<file path="config.mk">
export PLATFORM = sky130hd
export DESIGN_NAME = sdio_io_select
export DESIGN_NICKNAME = d
export VERILOG_FILES = /design/src/sdio_pkg.sv /design/src/sdio_io_select.sv /design/src/sdio_sync_filter.sv
export SDC_FILE = /design/constraint.sdc
export NUM_CORES = 1
export LEC_CHECK = 0
export ABC_AREA = 1
export BUFFER_PORTS_ARGS = -buffer_cell sky130_fd_sc_hd__buf_2
export CAP_MARGIN = 20
export CORE_AREA = 8 8 164 166
export CTS_BUF_LIST = sky130_fd_sc_hd__clkbuf_2
export DETAILED_ROUTE_END_ITERATION = 12
export DIE_AREA = 0 0 172 174
export PLACE_DENSITY = 0.71
export SLEW_MARGIN = 20
export SYNTH_ARGS = -nofsm -noshare
export SYNTH_HDL_FRONTEND = slang
export SYNTH_HIERARCHICAL = 1
export SYNTH_SLANG_ARGS = --single-unit
</file>
<file path="constraint.sdc">
create_clock -name sys_clk -period 9.04 [get_ports sys_clk]
set_clock_uncertainty 0.15 [all_clocks]
set_input_delay 0.904 -clock sys_clk [delete_from_list [all_inputs] [get_ports sys_clk]]
set_output_delay 0.904 -clock sys_clk [all_outputs]
set_load 0.1 [all_outputs]
</file>
<file path="src/sdio_pkg.sv">
// constants and register map of the servo drive i/o select block
package sdio_pkg;

  // ----------------------------------------------------------------
  // bus geometry
  // ----------------------------------------------------------------
  localparam int          SDIO_ADDR_W      = 8;
  localparam int          SDIO_DATA_W      = 32;
  localparam int          SDIO_SPEED_W     = 16;

  // ----------------------------------------------------------------
  // register byte offsets
  // ----------------------------------------------------------------
  localparam logic [7:0]  SDIO_OFS_CONFIG  = 8'h00;
  localparam logic [7:0]  SDIO_OFS_ZSPEED  = 8'h04;
  localparam logic [7:0]  SDIO_OFS_PRESET1 = 8'h08;
  localparam logic [7:0]  SDIO_OFS_PRESET2 = 8'h0c;
  localparam logic [7:0]  SDIO_OFS_PRESET3 = 8'h10;
  localparam logic [7:0]  SDIO_OFS_PRESET4 = 8'h14;
  localparam logic [7:0]  SDIO_OFS_STATUS  = 8'h18;
  localparam logic [7:0]  SDIO_OFS_IRQ_ST  = 8'h1c;
  localparam logic [7:0]  SDIO_OFS_IRQ_MSK = 8'h20;
  localparam logic [7:0]  SDIO_OFS_SPEED   = 8'h24;

  // ----------------------------------------------------------------
  // config register fields and reset values
  // ----------------------------------------------------------------
  localparam int          SDIO_CFG_WARN_LSB = 0;
  localparam int          SDIO_CFG_INV_BIT  = 4;
  localparam int          SDIO_CFG_MODE_LSB = 8;
  localparam logic [2:0]  SDIO_WARN_RESET   = 3'h0;
  localparam logic [3:0]  SDIO_MODE_RESET   = 4'h2;
  localparam logic [3:0]  SDIO_MODE_INT_VEL = 4'h1;
  localparam logic [15:0] SDIO_ZSPEED_RESET = 16'h0000;
  localparam logic [15:0] SDIO_PRESET_RESET = 16'h0000;

  // ----------------------------------------------------------------
  // warning source codes
  // ----------------------------------------------------------------
  localparam logic [2:0]  SDIO_WSEL_TORQUE  = 3'h0;
  localparam logic [2:0]  SDIO_WSEL_ZSPEED  = 3'h1;
  localparam logic [2:0]  SDIO_WSEL_ANY     = 3'h2;
  localparam logic [2:0]  SDIO_WSEL_REGEN   = 3'h3;
  localparam logic [2:0]  SDIO_WSEL_OVLD    = 3'h4;
  localparam logic [2:0]  SDIO_WSEL_DISPLAY = 3'h5;
  localparam logic [2:0]  SDIO_WSEL_FAN     = 3'h6;

  // regenerative warning level, percent of detection level
  localparam logic [7:0]  SDIO_REGEN_PCT    = 8'h55;
  localparam logic [7:0]  SDIO_FULL_PCT     = 8'h64;

  // ----------------------------------------------------------------
  // status and interrupt bit positions
  // ----------------------------------------------------------------
  localparam int          SDIO_ST_SERVO     = 0;
  localparam int          SDIO_ST_CLAMP     = 1;
  localparam int          SDIO_ST_SEL1      = 2;
  localparam int          SDIO_ST_SEL2      = 3;
  localparam int          SDIO_ST_WARN      = 4;
  localparam int          SDIO_ST_RUN       = 5;
  localparam int          SDIO_ST_IDX_LSB   = 8;
  localparam int          SDIO_IRQ_W        = 4;
  localparam int          SDIO_IRQ_WARN     = 0;
  localparam int          SDIO_IRQ_SERVO    = 1;
  localparam int          SDIO_IRQ_CLAMP    = 2;
  localparam int          SDIO_IRQ_SPEED    = 3;

  // ----------------------------------------------------------------
  // drive state, one-hot
  // ----------------------------------------------------------------
  typedef enum logic [2:0] {
    SDIO_ST_OFF  = 3'h1,
    SDIO_ST_HOLD = 3'h2,
    SDIO_ST_GO   = 3'h4
  } sdio_drive_type;

endpackage

</file>
<file path="src/sdio_io_select.sv">
// servo drive i/o select: warning output, encoder pulse out, speed select
//
// Our own choices: the Wishbone interface to the registers and the register offsets.
`timescale 1ns/100ps
module sdio_io_select
  import sdio_pkg::*;
#(
  parameter int SPEED_W = SDIO_SPEED_W
) (
  // clock and reset
  input  wire logic                   sys_clk,
  input  wire logic                   resetn,
  // wishbone classic slave
  input  wire logic                   wb_cyc_i,
  input  wire logic                   wb_stb_i,
  input  wire logic                   wb_we_i,
  input  wire logic [SDIO_ADDR_W-1:0] wb_adr_i,
  input  wire logic [3:0]             wb_sel_i,
  input  wire logic [SDIO_DATA_W-1:0] wb_dat_i,
  output logic      [SDIO_DATA_W-1:0] wb_dat_o,
  output logic                        wb_ack_o,
  output logic                        irq,
  // command pins from the host, high means closed to common
  input  wire logic                   servo_enable_input,
  input  wire logic                   speed_clamp_input,
  input  wire logic                   speed_select_first,
  input  wire logic                   speed_select_second,
  // drive internals, same clock
  input  wire logic                   torque_limited,
  input  wire logic [SPEED_W-1:0]     motor_speed,
  input  wire logic                   regen_warning,
  input  wire logic                   overload_warning,
  input  wire logic                   fan_warning,
  input  wire logic [SPEED_W-1:0]     regen_load,
  input  wire logic [SPEED_W-1:0]     regen_detect_level,
  input  wire logic [SPEED_W-1:0]     effective_torque,
  input  wire logic [SPEED_W-1:0]     overload_warn_level,
  input  wire logic                   enc_div_a,
  input  wire logic                   enc_div_b,
  input  wire logic                   enc_div_z,
  // drive command outputs
  output logic                        drive_enable,
  output logic                        motor_run,
  output logic      [SPEED_W-1:0]     speed_command,
  output logic                        warning_out,
  // encoder pulse outputs
  output logic                        enc_out_a_pos,
  output logic                        enc_out_a_neg,
  output logic                        enc_out_b_pos,
  output logic                        enc_out_b_neg,
  output logic                        enc_out_z_pos,
  output logic                        enc_out_z_neg,
  output logic                        index_open_collector_out,
  output logic                        index_open_collector_oe
);

  // ----------------------------------------------------------------
  // input synchronisers
  // ----------------------------------------------------------------
  logic servo_on, clamp_closed, sel_first, sel_second;
  logic servo_chg, clamp_chg;

  sdio_sync_filter #(.RESET_LEVEL(1'b0)) u_sync_servo (
    .sys_clk (sys_clk),
    .resetn  (resetn),
    .pin_in  (servo_enable_input),
    .level   (servo_on),
    .changed (servo_chg)
  );
  sdio_sync_filter #(.RESET_LEVEL(1'b0)) u_sync_clamp (
    .sys_clk (sys_clk),
    .resetn  (resetn),
    .pin_in  (speed_clamp_input),
    .level   (clamp_closed),
    .changed (clamp_chg)
  );
  sdio_sync_filter #(.RESET_LEVEL(1'b0)) u_sync_sel1 (
    .sys_clk (sys_clk),
    .resetn  (resetn),
    .pin_in  (speed_select_first),
    .level   (sel_first),
    .changed ()
  );
  sdio_sync_filter #(.RESET_LEVEL(1'b0)) u_sync_sel2 (
    .sys_clk (sys_clk),
    .resetn  (resetn),
    .pin_in  (speed_select_second),
    .level   (sel_second),
    .changed ()
  );

  // ----------------------------------------------------------------
  // registers
  // ----------------------------------------------------------------
  logic [2:0]            warn_sel;
  logic                  pulse_inv;
  logic [3:0]            ctrl_mode;
  logic [SPEED_W-1:0]    zero_speed_threshold;
  logic [SPEED_W-1:0]    speed_preset_one;
  logic [SPEED_W-1:0]    speed_preset_two;
  logic [SPEED_W-1:0]    speed_preset_three;
  logic [SPEED_W-1:0]    speed_preset_four;
  logic [SDIO_IRQ_W-1:0] irq_status;
  logic [SDIO_IRQ_W-1:0] irq_mask;

  // ----------------------------------------------------------------
  // bus decode
  // ----------------------------------------------------------------
  wire        bus_req   = wb_cyc_i && wb_stb_i && !wb_ack_o;
  wire        bus_wr    = bus_req && wb_we_i;
  wire        lane0     = wb_sel_i[0];
  wire        lane1     = wb_sel_i[1];
  wire        hit_cfg   = (wb_adr_i == SDIO_OFS_CONFIG);
  wire        hit_zspd  = (wb_adr_i == SDIO_OFS_ZSPEED);
  wire        hit_p1    = (wb_adr_i == SDIO_OFS_PRESET1);
  wire        hit_p2    = (wb_adr_i == SDIO_OFS_PRESET2);
  wire        hit_p3    = (wb_adr_i == SDIO_OFS_PRESET3);
  wire        hit_p4    = (wb_adr_i == SDIO_OFS_PRESET4);
  wire        hit_stat  = (wb_adr_i == SDIO_OFS_STATUS);
  wire        hit_ist   = (wb_adr_i == SDIO_OFS_IRQ_ST);
  wire        hit_imsk  = (wb_adr_i == SDIO_OFS_IRQ_MSK);
  wire        hit_spd   = (wb_adr_i == SDIO_OFS_SPEED);
  wire [15:0] wr_half   = wb_dat_i[15:0];

  // a 16-bit field merges the written byte lanes with the old value
  function automatic logic [15:0] merge16(input logic [15:0] old,
                                          input logic [15:0] val,
                                          input logic        l0,
                                          input logic        l1);
    merge16 = {l1 ? val[15:8] : old[15:8], l0 ? val[7:0] : old[7:0]};
  endfunction

  // ----------------------------------------------------------------
  // speed selection and drive state
  // ----------------------------------------------------------------
  sdio_drive_type       drive_state;
  sdio_drive_type       next_drive_state;
  logic [1:0]           speed_index;
  logic [1:0]           last_index;
  logic [SPEED_W-1:0]   selected_speed;
  wire int_vel_mode = (ctrl_mode == SDIO_MODE_INT_VEL);
  // first select is the low bit: open/open 1, closed/open 2, open/closed 3
  assign speed_index = {sel_second, sel_first};
  assign selected_speed = (speed_index == 2'h0) ? speed_preset_one :
                          (speed_index == 2'h1) ? speed_preset_two :
                          (speed_index == 2'h2) ? speed_preset_three :
                                                  speed_preset_four;
  // servo enable gates the drive state, not the warning or encoder outputs; the drive runs only in velocity mode, and there the clamp gates it
  always_comb begin
    next_drive_state = drive_state;
    case (drive_state)
      SDIO_ST_OFF: begin
        if (servo_on) begin
          next_drive_state = SDIO_ST_HOLD;
        end
      end
      SDIO_ST_HOLD: begin
        if (!servo_on) begin
          next_drive_state = SDIO_ST_OFF;
        end else if (int_vel_mode && clamp_closed) begin
          next_drive_state = SDIO_ST_GO;
        end
      end
      SDIO_ST_GO: begin
        if (!servo_on) begin
          next_drive_state = SDIO_ST_OFF;
        end else if (!int_vel_mode || !clamp_closed) begin
          next_drive_state = SDIO_ST_HOLD;
        end
      end
      default: begin
        next_drive_state = SDIO_ST_OFF;
      end
    endcase
  end

  wire running = (drive_state == SDIO_ST_GO);

  // ----------------------------------------------------------------
  // warning source selection
  // ----------------------------------------------------------------
  // widened products so the 85 percent compare never overflows
  logic [23:0] regen_scaled;
  logic [23:0] regen_limit;
  logic        next_warning;

  assign regen_scaled = 24'(regen_load) * 24'(SDIO_FULL_PCT);
  assign regen_limit  = 24'(regen_detect_level) * 24'(SDIO_REGEN_PCT);
  wire cond_torque = torque_limited;
  wire cond_zspeed = (motor_speed < zero_speed_threshold);
  wire cond_any    = regen_warning || overload_warning || fan_warning;
  wire cond_regen  = (regen_scaled > regen_limit);
  wire cond_ovld   = (effective_torque > overload_warn_level);
  wire cond_fan    = fan_warning;
  assign next_warning = (warn_sel == SDIO_WSEL_TORQUE) ? cond_torque :
                        (warn_sel == SDIO_WSEL_ZSPEED) ? cond_zspeed :
                        (warn_sel == SDIO_WSEL_ANY)    ? cond_any :
                        (warn_sel == SDIO_WSEL_REGEN)  ? cond_regen :
                        (warn_sel == SDIO_WSEL_OVLD)   ? cond_ovld :
                        (warn_sel == SDIO_WSEL_FAN)    ? cond_fan :
                                                         1'b0;

  // ----------------------------------------------------------------
  // interrupt events
  // ----------------------------------------------------------------
  wire                  warn_rise = next_warning && !warning_out;
  wire                  idx_chg   = (speed_index != last_index);
  wire [SDIO_IRQ_W-1:0] irq_event = {idx_chg, clamp_chg, servo_chg, warn_rise};
  wire [SDIO_IRQ_W-1:0] irq_clear = (bus_wr && hit_ist && lane0) ?
                                    wb_dat_i[SDIO_IRQ_W-1:0] :
                                    {SDIO_IRQ_W{1'b0}};
  // set wins over a clear landing in the same cycle
  wire [SDIO_IRQ_W-1:0] next_irq_status = (irq_status & ~irq_clear) | irq_event;

  // ----------------------------------------------------------------
  // read mux
  // ----------------------------------------------------------------
  wire [31:0] rd_cfg  = {20'h00000, ctrl_mode, 3'h0, pulse_inv, 1'b0, warn_sel};
  wire [31:0] rd_stat = {22'h000000, speed_index, 2'h0, running, warning_out,
                         sel_second, sel_first, clamp_closed, servo_on};
  wire [31:0] rd_data =
    hit_cfg  ? rd_cfg :
    hit_zspd ? 32'(zero_speed_threshold) :
    hit_p1   ? 32'(speed_preset_one) :
    hit_p2   ? 32'(speed_preset_two) :
    hit_p3   ? 32'(speed_preset_three) :
    hit_p4   ? 32'(speed_preset_four) :
    hit_stat ? rd_stat :
    hit_ist  ? 32'(irq_status) :
    hit_imsk ? 32'(irq_mask) :
    hit_spd  ? 32'(speed_command) :
               32'h00000000;

  // ----------------------------------------------------------------
  // bus slave: one wait state, unmapped reads zero, writes dropped
  // ----------------------------------------------------------------
  always_ff @(posedge sys_clk) begin
    if (!resetn) begin
      wb_ack_o <= 1'b0;
      wb_dat_o <= 32'h00000000;
    end else begin
      wb_ack_o <= bus_req;
      wb_dat_o <= bus_req ? rd_data : 32'h00000000;
    end
  end

  // ----------------------------------------------------------------
  // writable registers
  // ----------------------------------------------------------------
  always_ff @(posedge sys_clk) begin
    if (!resetn) begin
      warn_sel  <= SDIO_WARN_RESET;
      pulse_inv <= 1'b0;
      ctrl_mode <= SDIO_MODE_RESET;
    end else if (bus_wr && hit_cfg) begin
      if (lane0) begin
        warn_sel  <= wb_dat_i[SDIO_CFG_WARN_LSB +: 3];
        pulse_inv <= wb_dat_i[SDIO_CFG_INV_BIT];
      end
      if (lane1) begin
        ctrl_mode <= wb_dat_i[SDIO_CFG_MODE_LSB +: 4];
      end
    end
  end

  always_ff @(posedge sys_clk) begin
    if (!resetn) begin
      zero_speed_threshold <= SDIO_ZSPEED_RESET;
      speed_preset_one     <= SDIO_PRESET_RESET;
      speed_preset_two     <= SDIO_PRESET_RESET;
      speed_preset_three   <= SDIO_PRESET_RESET;
      speed_preset_four    <= SDIO_PRESET_RESET;
    end else if (bus_wr) begin
      if (hit_zspd) zero_speed_threshold <= merge16(zero_speed_threshold, wr_half, lane0, lane1);
      if (hit_p1) speed_preset_one <= merge16(speed_preset_one, wr_half, lane0, lane1);
      if (hit_p2) speed_preset_two <= merge16(speed_preset_two, wr_half, lane0, lane1);
      if (hit_p3) speed_preset_three <= merge16(speed_preset_three, wr_half, lane0, lane1);
      if (hit_p4) speed_preset_four <= merge16(speed_preset_four, wr_half, lane0, lane1);
    end
  end

  always_ff @(posedge sys_clk) begin
    if (!resetn) begin
      irq_status <= {SDIO_IRQ_W{1'b0}};
      irq_mask   <= {SDIO_IRQ_W{1'b0}};
      irq        <= 1'b0;
    end else begin
      irq_status <= next_irq_status;
      if (bus_wr && hit_imsk && lane0) irq_mask <= wb_dat_i[SDIO_IRQ_W-1:0];
      irq <= |(next_irq_status & irq_mask);
    end
  end

  // ----------------------------------------------------------------
  // drive outputs
  // ----------------------------------------------------------------
  always_ff @(posedge sys_clk) begin
    if (!resetn) begin
      drive_state   <= SDIO_ST_OFF;
      last_index    <= 2'h0;
      drive_enable  <= 1'b0;
      motor_run     <= 1'b0;
      speed_command <= {SPEED_W{1'b0}};
      warning_out   <= 1'b0;
    end else begin
      drive_state   <= next_drive_state;
      last_index    <= speed_index;
      drive_enable  <= servo_on;
      motor_run     <= (next_drive_state == SDIO_ST_GO);
      // an open clamp forces zero speed rather than coasting on a preset
      speed_command <= (next_drive_state == SDIO_ST_GO) ?
                       selected_speed : {SPEED_W{1'b0}};
      warning_out   <= next_warning;
    end
  end

  // ----------------------------------------------------------------
  // encoder pulse outputs
  // ----------------------------------------------------------------
  // inversion flips phase b only, which swaps which phase leads
  wire b_phase = enc_div_b ^ pulse_inv;

  always_ff @(posedge sys_clk) begin
    if (!resetn) begin
      enc_out_a_pos            <= 1'b0;
      enc_out_a_neg            <= 1'b1;
      enc_out_b_pos            <= 1'b0;
      enc_out_b_neg            <= 1'b1;
      enc_out_z_pos            <= 1'b0;
      enc_out_z_neg            <= 1'b1;
      index_open_collector_out <= 1'b0;
      index_open_collector_oe  <= 1'b0;
    end else begin
      enc_out_a_pos            <= enc_div_a;
      enc_out_a_neg            <= !enc_div_a;
      enc_out_b_pos            <= b_phase;
      enc_out_b_neg            <= !b_phase;
      enc_out_z_pos            <= enc_div_z;
      enc_out_z_neg            <= !enc_div_z;
      // transistor pulls low only, so the level is always zero
      index_open_collector_out <= 1'b0;
      index_open_collector_oe  <= enc_div_z;
    end
  end

endmodule // sdio_io_select

</file>
<file path="src/sdio_sync_filter.sv">
// three-stage synchroniser with agreement filter for one pin input
`timescale 1ns/100ps
module sdio_sync_filter #(
  parameter logic RESET_LEVEL = 1'b0
) (
  // clock and reset
  input  wire logic sys_clk,
  input  wire logic resetn,
  // pin side
  input  wire logic pin_in,
  // clocked side
  output logic      level,
  output logic      changed
);

  logic [2:0] stage;
  wire        agree = (stage[1] == stage[2]);

  // stage[0] feeds only stage[1]; level moves once stages 1 and 2 agree
  always_ff @(posedge sys_clk) begin
    if (!resetn) begin
      stage   <= {3{RESET_LEVEL}};
      level   <= RESET_LEVEL;
      changed <= 1'b0;
    end else begin
      stage   <= {stage[1:0], pin_in};
      if (agree) begin
        level <= stage[2];
      end
      changed <= agree && (stage[2] != level);
    end
  end

endmodule // sdio_sync_filter

</file>
==> summary.txt, run 1 <==
Vias per Instance: 5.21
Cell Area, Synth: 11900 µm²
Post-CTS Hold Fix Bufs: 0
Clk pwr share: 0.190
fill count: 2463
cell count of the worst hold path: 2
Crit Path Class: input port to flip-flop
nets: 2077
Initial Utilization: 0.484
multi-input combinational cell area: 7200 µm²
Root Buffer: clkbuf_2
GPL Wtd Cong: 0.870
worst-path cell with the longest stage delay: fa_1
Max Slew Vio Count: 0
most used cell, CP: nand2_1
die area: 29900 µm²
Place WS: 2.78 ns
die height: 174 µm
Worst-path clk slew: 0.27 ns
Post-Route WL: 32000 µm
Tcrit/Tclk final: 0.595
H-tree depth: 4
CTS Buf Count: 17
initial antenna violation count: 3
Crit path depth: 32
Max Cap Viol: 0
endpoints failing setup: 0
Vias: 10880
GRT Util Overall: 0.214
antenna viol nets, final: 0
Area growth, synth to finish: 10.9%
arrival time at the worst endpoint: 5.95 ns
Seq pwr share: 0.335
synth warn: 6
clk_lat worst skew: 0.79 ns
WP data required: 9.62 ns
Syn Inst Count: 1589
CORE AREA: 24500 µm²
Hold Vio Cnt, Final: 0
switching power: 0.925 mW
Synth Area per Inst: 7.47 µm²
fmax: 0.186 GHz
largest net degree at the start of global routing: 91
Logic pwr share: 0.475
Worst Setup End Kind: flip-flop
drt first-iter violations: 784
Post-CTS Setup Bufs: 0
vias in the first global route: 10813
Tot Pwr: 2.17 mW
DRC Markers: 0
Worst VDD drop: 130 µV
Seq. cell area: 3240 µm²
Cell Int Power: 1.24 mW
Worst-Margin Slew: 0.811 ns
first-pass GRT wire length: 51800 µm
CTS tree: built
leak pwr: 6.74 nW
switching part of the total: 0.427
post-cts resize count: 0
worst stage delay on the critical path: 0.50 ns
setup ws final: 3.67 ns
1st-pass router iterations: 6
crit path buf inv count: 4
slew margin rel.: 0.459
final core occ: 0.536
Critical Path Source Type: input port
CTS max path bufs: 2
run status: finished clean
Avg WL per Cell: 15.3 µm
floorplan row count: 58
Worst R2R Path Depth: 4
CTS Sinks: 162
dpl hpwl: 25600 µm
Crit Path Max Fanout: 5
Top delay family on crit path: adder cells
unrepaired setup endpoints after global routing: false
WHS: 0.0929 ns
minimum clock period: 5.37 ns
Setup TNS: 0 ns
total grt overflow: 0
io pins: 201
pwr dens: 165 nW/µm²
HP Class: input port to flip-flop
share of layout cells above drive strength 1: 0.149
Die Wd: 172 µm
port buffer count: 165
-- power groups by stage --
stage / registers [mW] / clock network (mW) / logic (mW)
floorplan: 0.751 / 0 / 0.803
global placement: 0.737 / 0 / 1.01
detailed placement: 0.738 / 0 / 1.04
CTS: 0.725 / 0.419 / 1.04
global route: 0.726 / 0.450 / 1.20
finish: 0.725 / 0.412 / 1.03
-- layout make-up --
cell class	instances	share of cell area
Antenna cell	3	0.000571
Sequential cell	162	0.247
Multi-Input combinational cell	1074	0.547
Tap cell	330	0.0314
Clock inverter	15	0.0123
Clock buffer	17	0.00647
Inverter	319	0.0910
Timing Repair Buffer	168	0.0647
-- flip-flops by register name (all words and copies together) (netlist names), 4 cells and up --
register              count
ctrl_mode                 4
irq_mask                  4
irq_status                4
speed_command            16
speed_preset_four        16
speed_preset_one         16
speed_preset_three       16
speed_preset_two         16
wb_dat_o                 16
zero_speed_threshold     16
-- per-layer routing --
layer	global-route usage	vias to the layer above	part of all wire
met5	0	-	0
li1	-	5460	-
met2	0.379	305	0.50
met4	0.0970	0	0.037
met3	0.0320	72	0.048
met1	0.249	5043	0.41
-- path summary, 6_finish.rpt --
path | from | end | slack (ns)
setup reg to reg | u_sync_sel2/level | speed_command[3] | 6.26
hold / removal | enc_div_z | enc_out_z_neg | 0.09
hold reg to reg | u_sync_sel1/stage[0] | u_sync_sel1/stage[1] | 0.28
setup / recovery | regen_detect_level[1] | irq | 3.67
-- placed cells by master (no fill, tap or decap), drive strengths merged, types with 11 or more instances in the layout --
| master | count |
|---|---|
| ha | 160 |
| nand2 | 253 |
| nand3 | 30 |
| clkbuf | 17 |
| o211ai | 19 |
| conb | 17 |
| buf | 168 |
| a21oi | 134 |
| nor3 | 27 |
| a211oi | 11 |
| o21ai | 153 |
| dfxtp | 162 |
| fa | 35 |
| a221oi | 15 |
| xor2 | 23 |
| nor2 | 127 |
| inv | 329 |
| xnor2 | 13 |
-- worst reg2reg max path, cell delays in order, from the launching register on --
cell	delay, ns
dfxtp_1	0.83
inv_1	0.52
nand2_1	0.69
o211ai_1	0.19
a211oi_1	0.33
-- metrics by stage --
stage               instance area [µm²]  std cells
global placement                  12900       2053
floorplan                         11900       1605
global route                      13200       2088
detailed placement                12900       2053
CTS                               13100       2085
finish                            13200       2088
(Power assumes the default switching activity.)
==> inputs of run 2 (changes only) <==
==> constraint.sdc (replaced) <==
create_clock -name sys_clk -period 4.97 [get_ports sys_clk]
set_clock_uncertainty 0.15 [all_clocks]
set_input_delay 0.497 -clock sys_clk [delete_from_list [all_inputs] [get_ports sys_clk]]
set_output_delay 0.497 -clock sys_clk [all_outputs]
set_load 0.1 [all_outputs]
==> run 2 against run 1 <==
Effect of this change: hold slack worse by 0.046 ns; non-clock buffer count is 118 higher; final area is 8.5% higher; sequential share of layout area is 1.9 points lower; critical path type unchanged; largest power group unchanged.
==> summary.txt, run 2 (synthesis results as in run 1) <==
Worst Setup End Kind: flip-flop (unchanged)
commonest non-fill, non-tap cells in the layout: 298 x inv_1, 243 x nand2_1, 164 x buf_2 (was 298 x inv_1, 245 x nand2_1, 164 x buf_2)
Worst VDD drop: 213 µV (was 130 µV)
CTS tree: built (unchanged)
Worst-Margin Slew: 1.05 ns (was 0.811 ns)
multi-input combinational cell area: 7360 µm² (was 7200 µm²)
total grt overflow: 0 (unchanged)
endpoints failing setup: 0 (unchanged)
unrepaired setup endpoints after global routing: false (unchanged)
CTS max path bufs: 2 (unchanged)
fill count: 2329 (was 2463)
H-tree depth: 4 (unchanged)
Crit Path Max Fanout: 3 (was 5)
Finished Cell Area: 14300 µm² (was 13200 µm²)
slew margin rel.: 0.300 (was 0.459)
Worst-path clk slew: 0.25 ns (was 0.27 ns)
Critical Path Source Type: input port (unchanged)
Max Cap Viol: 0 (unchanged)
floorplan row count: 58 (unchanged)
Vias per Instance: 5.17 (was 5.21)
Seq. cell area: 3240 µm² (unchanged)
GPL Wtd Cong: 0.902 (was 0.870)
initial antenna violation count: 2 (was 3)
worst stage delay on the critical path: 0.50 ns (about the same)
CTS Buf Count: 17 (unchanged)
minimum clock period: 4.54 ns
largest net degree at the start of global routing: 70 (was 91)
die height: 174 µm (unchanged)
Avg WL per Cell: 15.5 µm (was 15.3 µm)
clk_lat worst skew: 0.80 ns (was 0.79 ns)
Initial Utilization: 0.484 (unchanged)
antenna viol nets, final: 0 (unchanged)
worst-path cell with the longest stage delay: fa_1 (unchanged)
pwr dens: 320 nW/µm² (was 165 nW/µm²)
dpl hpwl: 26900 µm (was 25600 µm)
run status: finished clean (unchanged)
Max Slew Vio Count: 0 (unchanged)
Hold Vio Cnt, Final: 0 (unchanged)
most used cell, CP: nand2_1 (unchanged)
HP Class: input port to flip-flop (unchanged)
share of layout cells above drive strength 1: 0.199 (was 0.149)
port buffer count: 165 (unchanged)
Crit Path Class: input port to flip-flop (unchanged)
Die Wd: 172 µm (unchanged)
arrival time at the worst endpoint: 5.13 ns (was 5.95 ns)
Vias: 11397 (was 10880)
DRC Markers: 0 (unchanged)
leak pwr: 7.29 nW (was 6.74 nW)
R2R Setup Slk: 2.21 ns (was 6.26 ns)
fmax: 0.220 GHz
io pins: 201 (unchanged)
drt first-iter violations: 699 (was 784)
Root Buffer: clkbuf_2 (unchanged)
nets: 2195 (was 2077)
WHS: 0.0473 ns (was 0.0929 ns)
CTS Sinks: 162 (unchanged)
Post-Route WL: 34100 µm (was 32000 µm)
Tcrit/Tclk final: 0.914
CORE AREA: 24500 µm² (unchanged)
die area: 29900 µm² (unchanged)
1st-pass router iterations: 6 (unchanged)
Area growth, synth to finish: 20.3% (was 10.9%)
vias in the first global route: 11197 (was 10813)
GRT Util Overall: 0.228 (was 0.214)
WP data required: 5.56 ns (was 9.62 ns)
first-pass GRT wire length: 54900 µm (was 51800 µm)
commonest non-fill, non-tap cell in the layout: inv_1 (unchanged)
Placement Cell Area: 13500 µm² (was 12900 µm²)
-- run 2: layer usage --
layer	wire (µm)	vias up	global-route usage	part of all wire
met5	0	-	0	0
met4	1280	0	0.0985	0.037
met3	1790	78	0.0333	0.053
met2	17100	347	0.399	0.50
met1	14000	5271	0.270	0.41
li1	-	5701	-	-
-- run 2: where the power goes --
group	total (mW)	internal (mW)	switching [mW]	leakage [nW]
logic	2.51	1.14	1.37	5.84
registers	1.32	1.31	0.00463	1.31
clock network	0.738	0.240	0.498	0.139
-- run 2: critical path: cells and delay by family --
kind	cells	cell delay (ns)
buffers and inverters	4	0.32
AOI/OAI and AO/OA	4	0.52
adders and majority gates	6	2.14
and+or+nand+nor	14	1.37
xor gates and xnor gates	1	0.24
-- run 2: final cells by class --
cell class	count	share of cell area
multi-input cells	1074	0.515
inverters	319	0.0839
well taps	330	0.0289
clock inverters	14	0.0110
flip-flops and latches	162	0.227
repair buffers	286	0.127
diodes	2	0.000351
clock buffers	18	0.00631
-- run 2: worst paths after layout --
check / start / to / cells after the start
setup / recovery: regen_detect_level[2] / irq / 29
hold / removal: wb_stb_i / wb_dat_o[4] / 7
setup reg to reg: u_sync_sel2/level / speed_command[3] / 4
hold reg to reg: u_sync_sel2/stage[0] / u_sync_sel2/stage[1] / 2
-- run 2: what timing repair did --
item,in CTS,in global routing
resized for setup,0,29
setup buffers,0,3
hold buffers,30,2
hold endpoints to repair,110,1
setup endpoints to repair,0,2
-- run 2: metrics by stage --
stage	worst slack, ns	cells	setup TNS, ns	util	total power, mW
2_1_floorplan	0.0353	1605	0	-	2.83
3_3_place_gp	-0.412	2137	-0.870	0.552	3.62
3_5_place_dp	-0.527	2137	-1.20	0.552	3.68
4_1_cts	0.0797	2199	0	0.574	4.43
5_1_grt	0.213	2205	0	0.582	4.95
6_report	0.427	2205	0	0.582	4.57
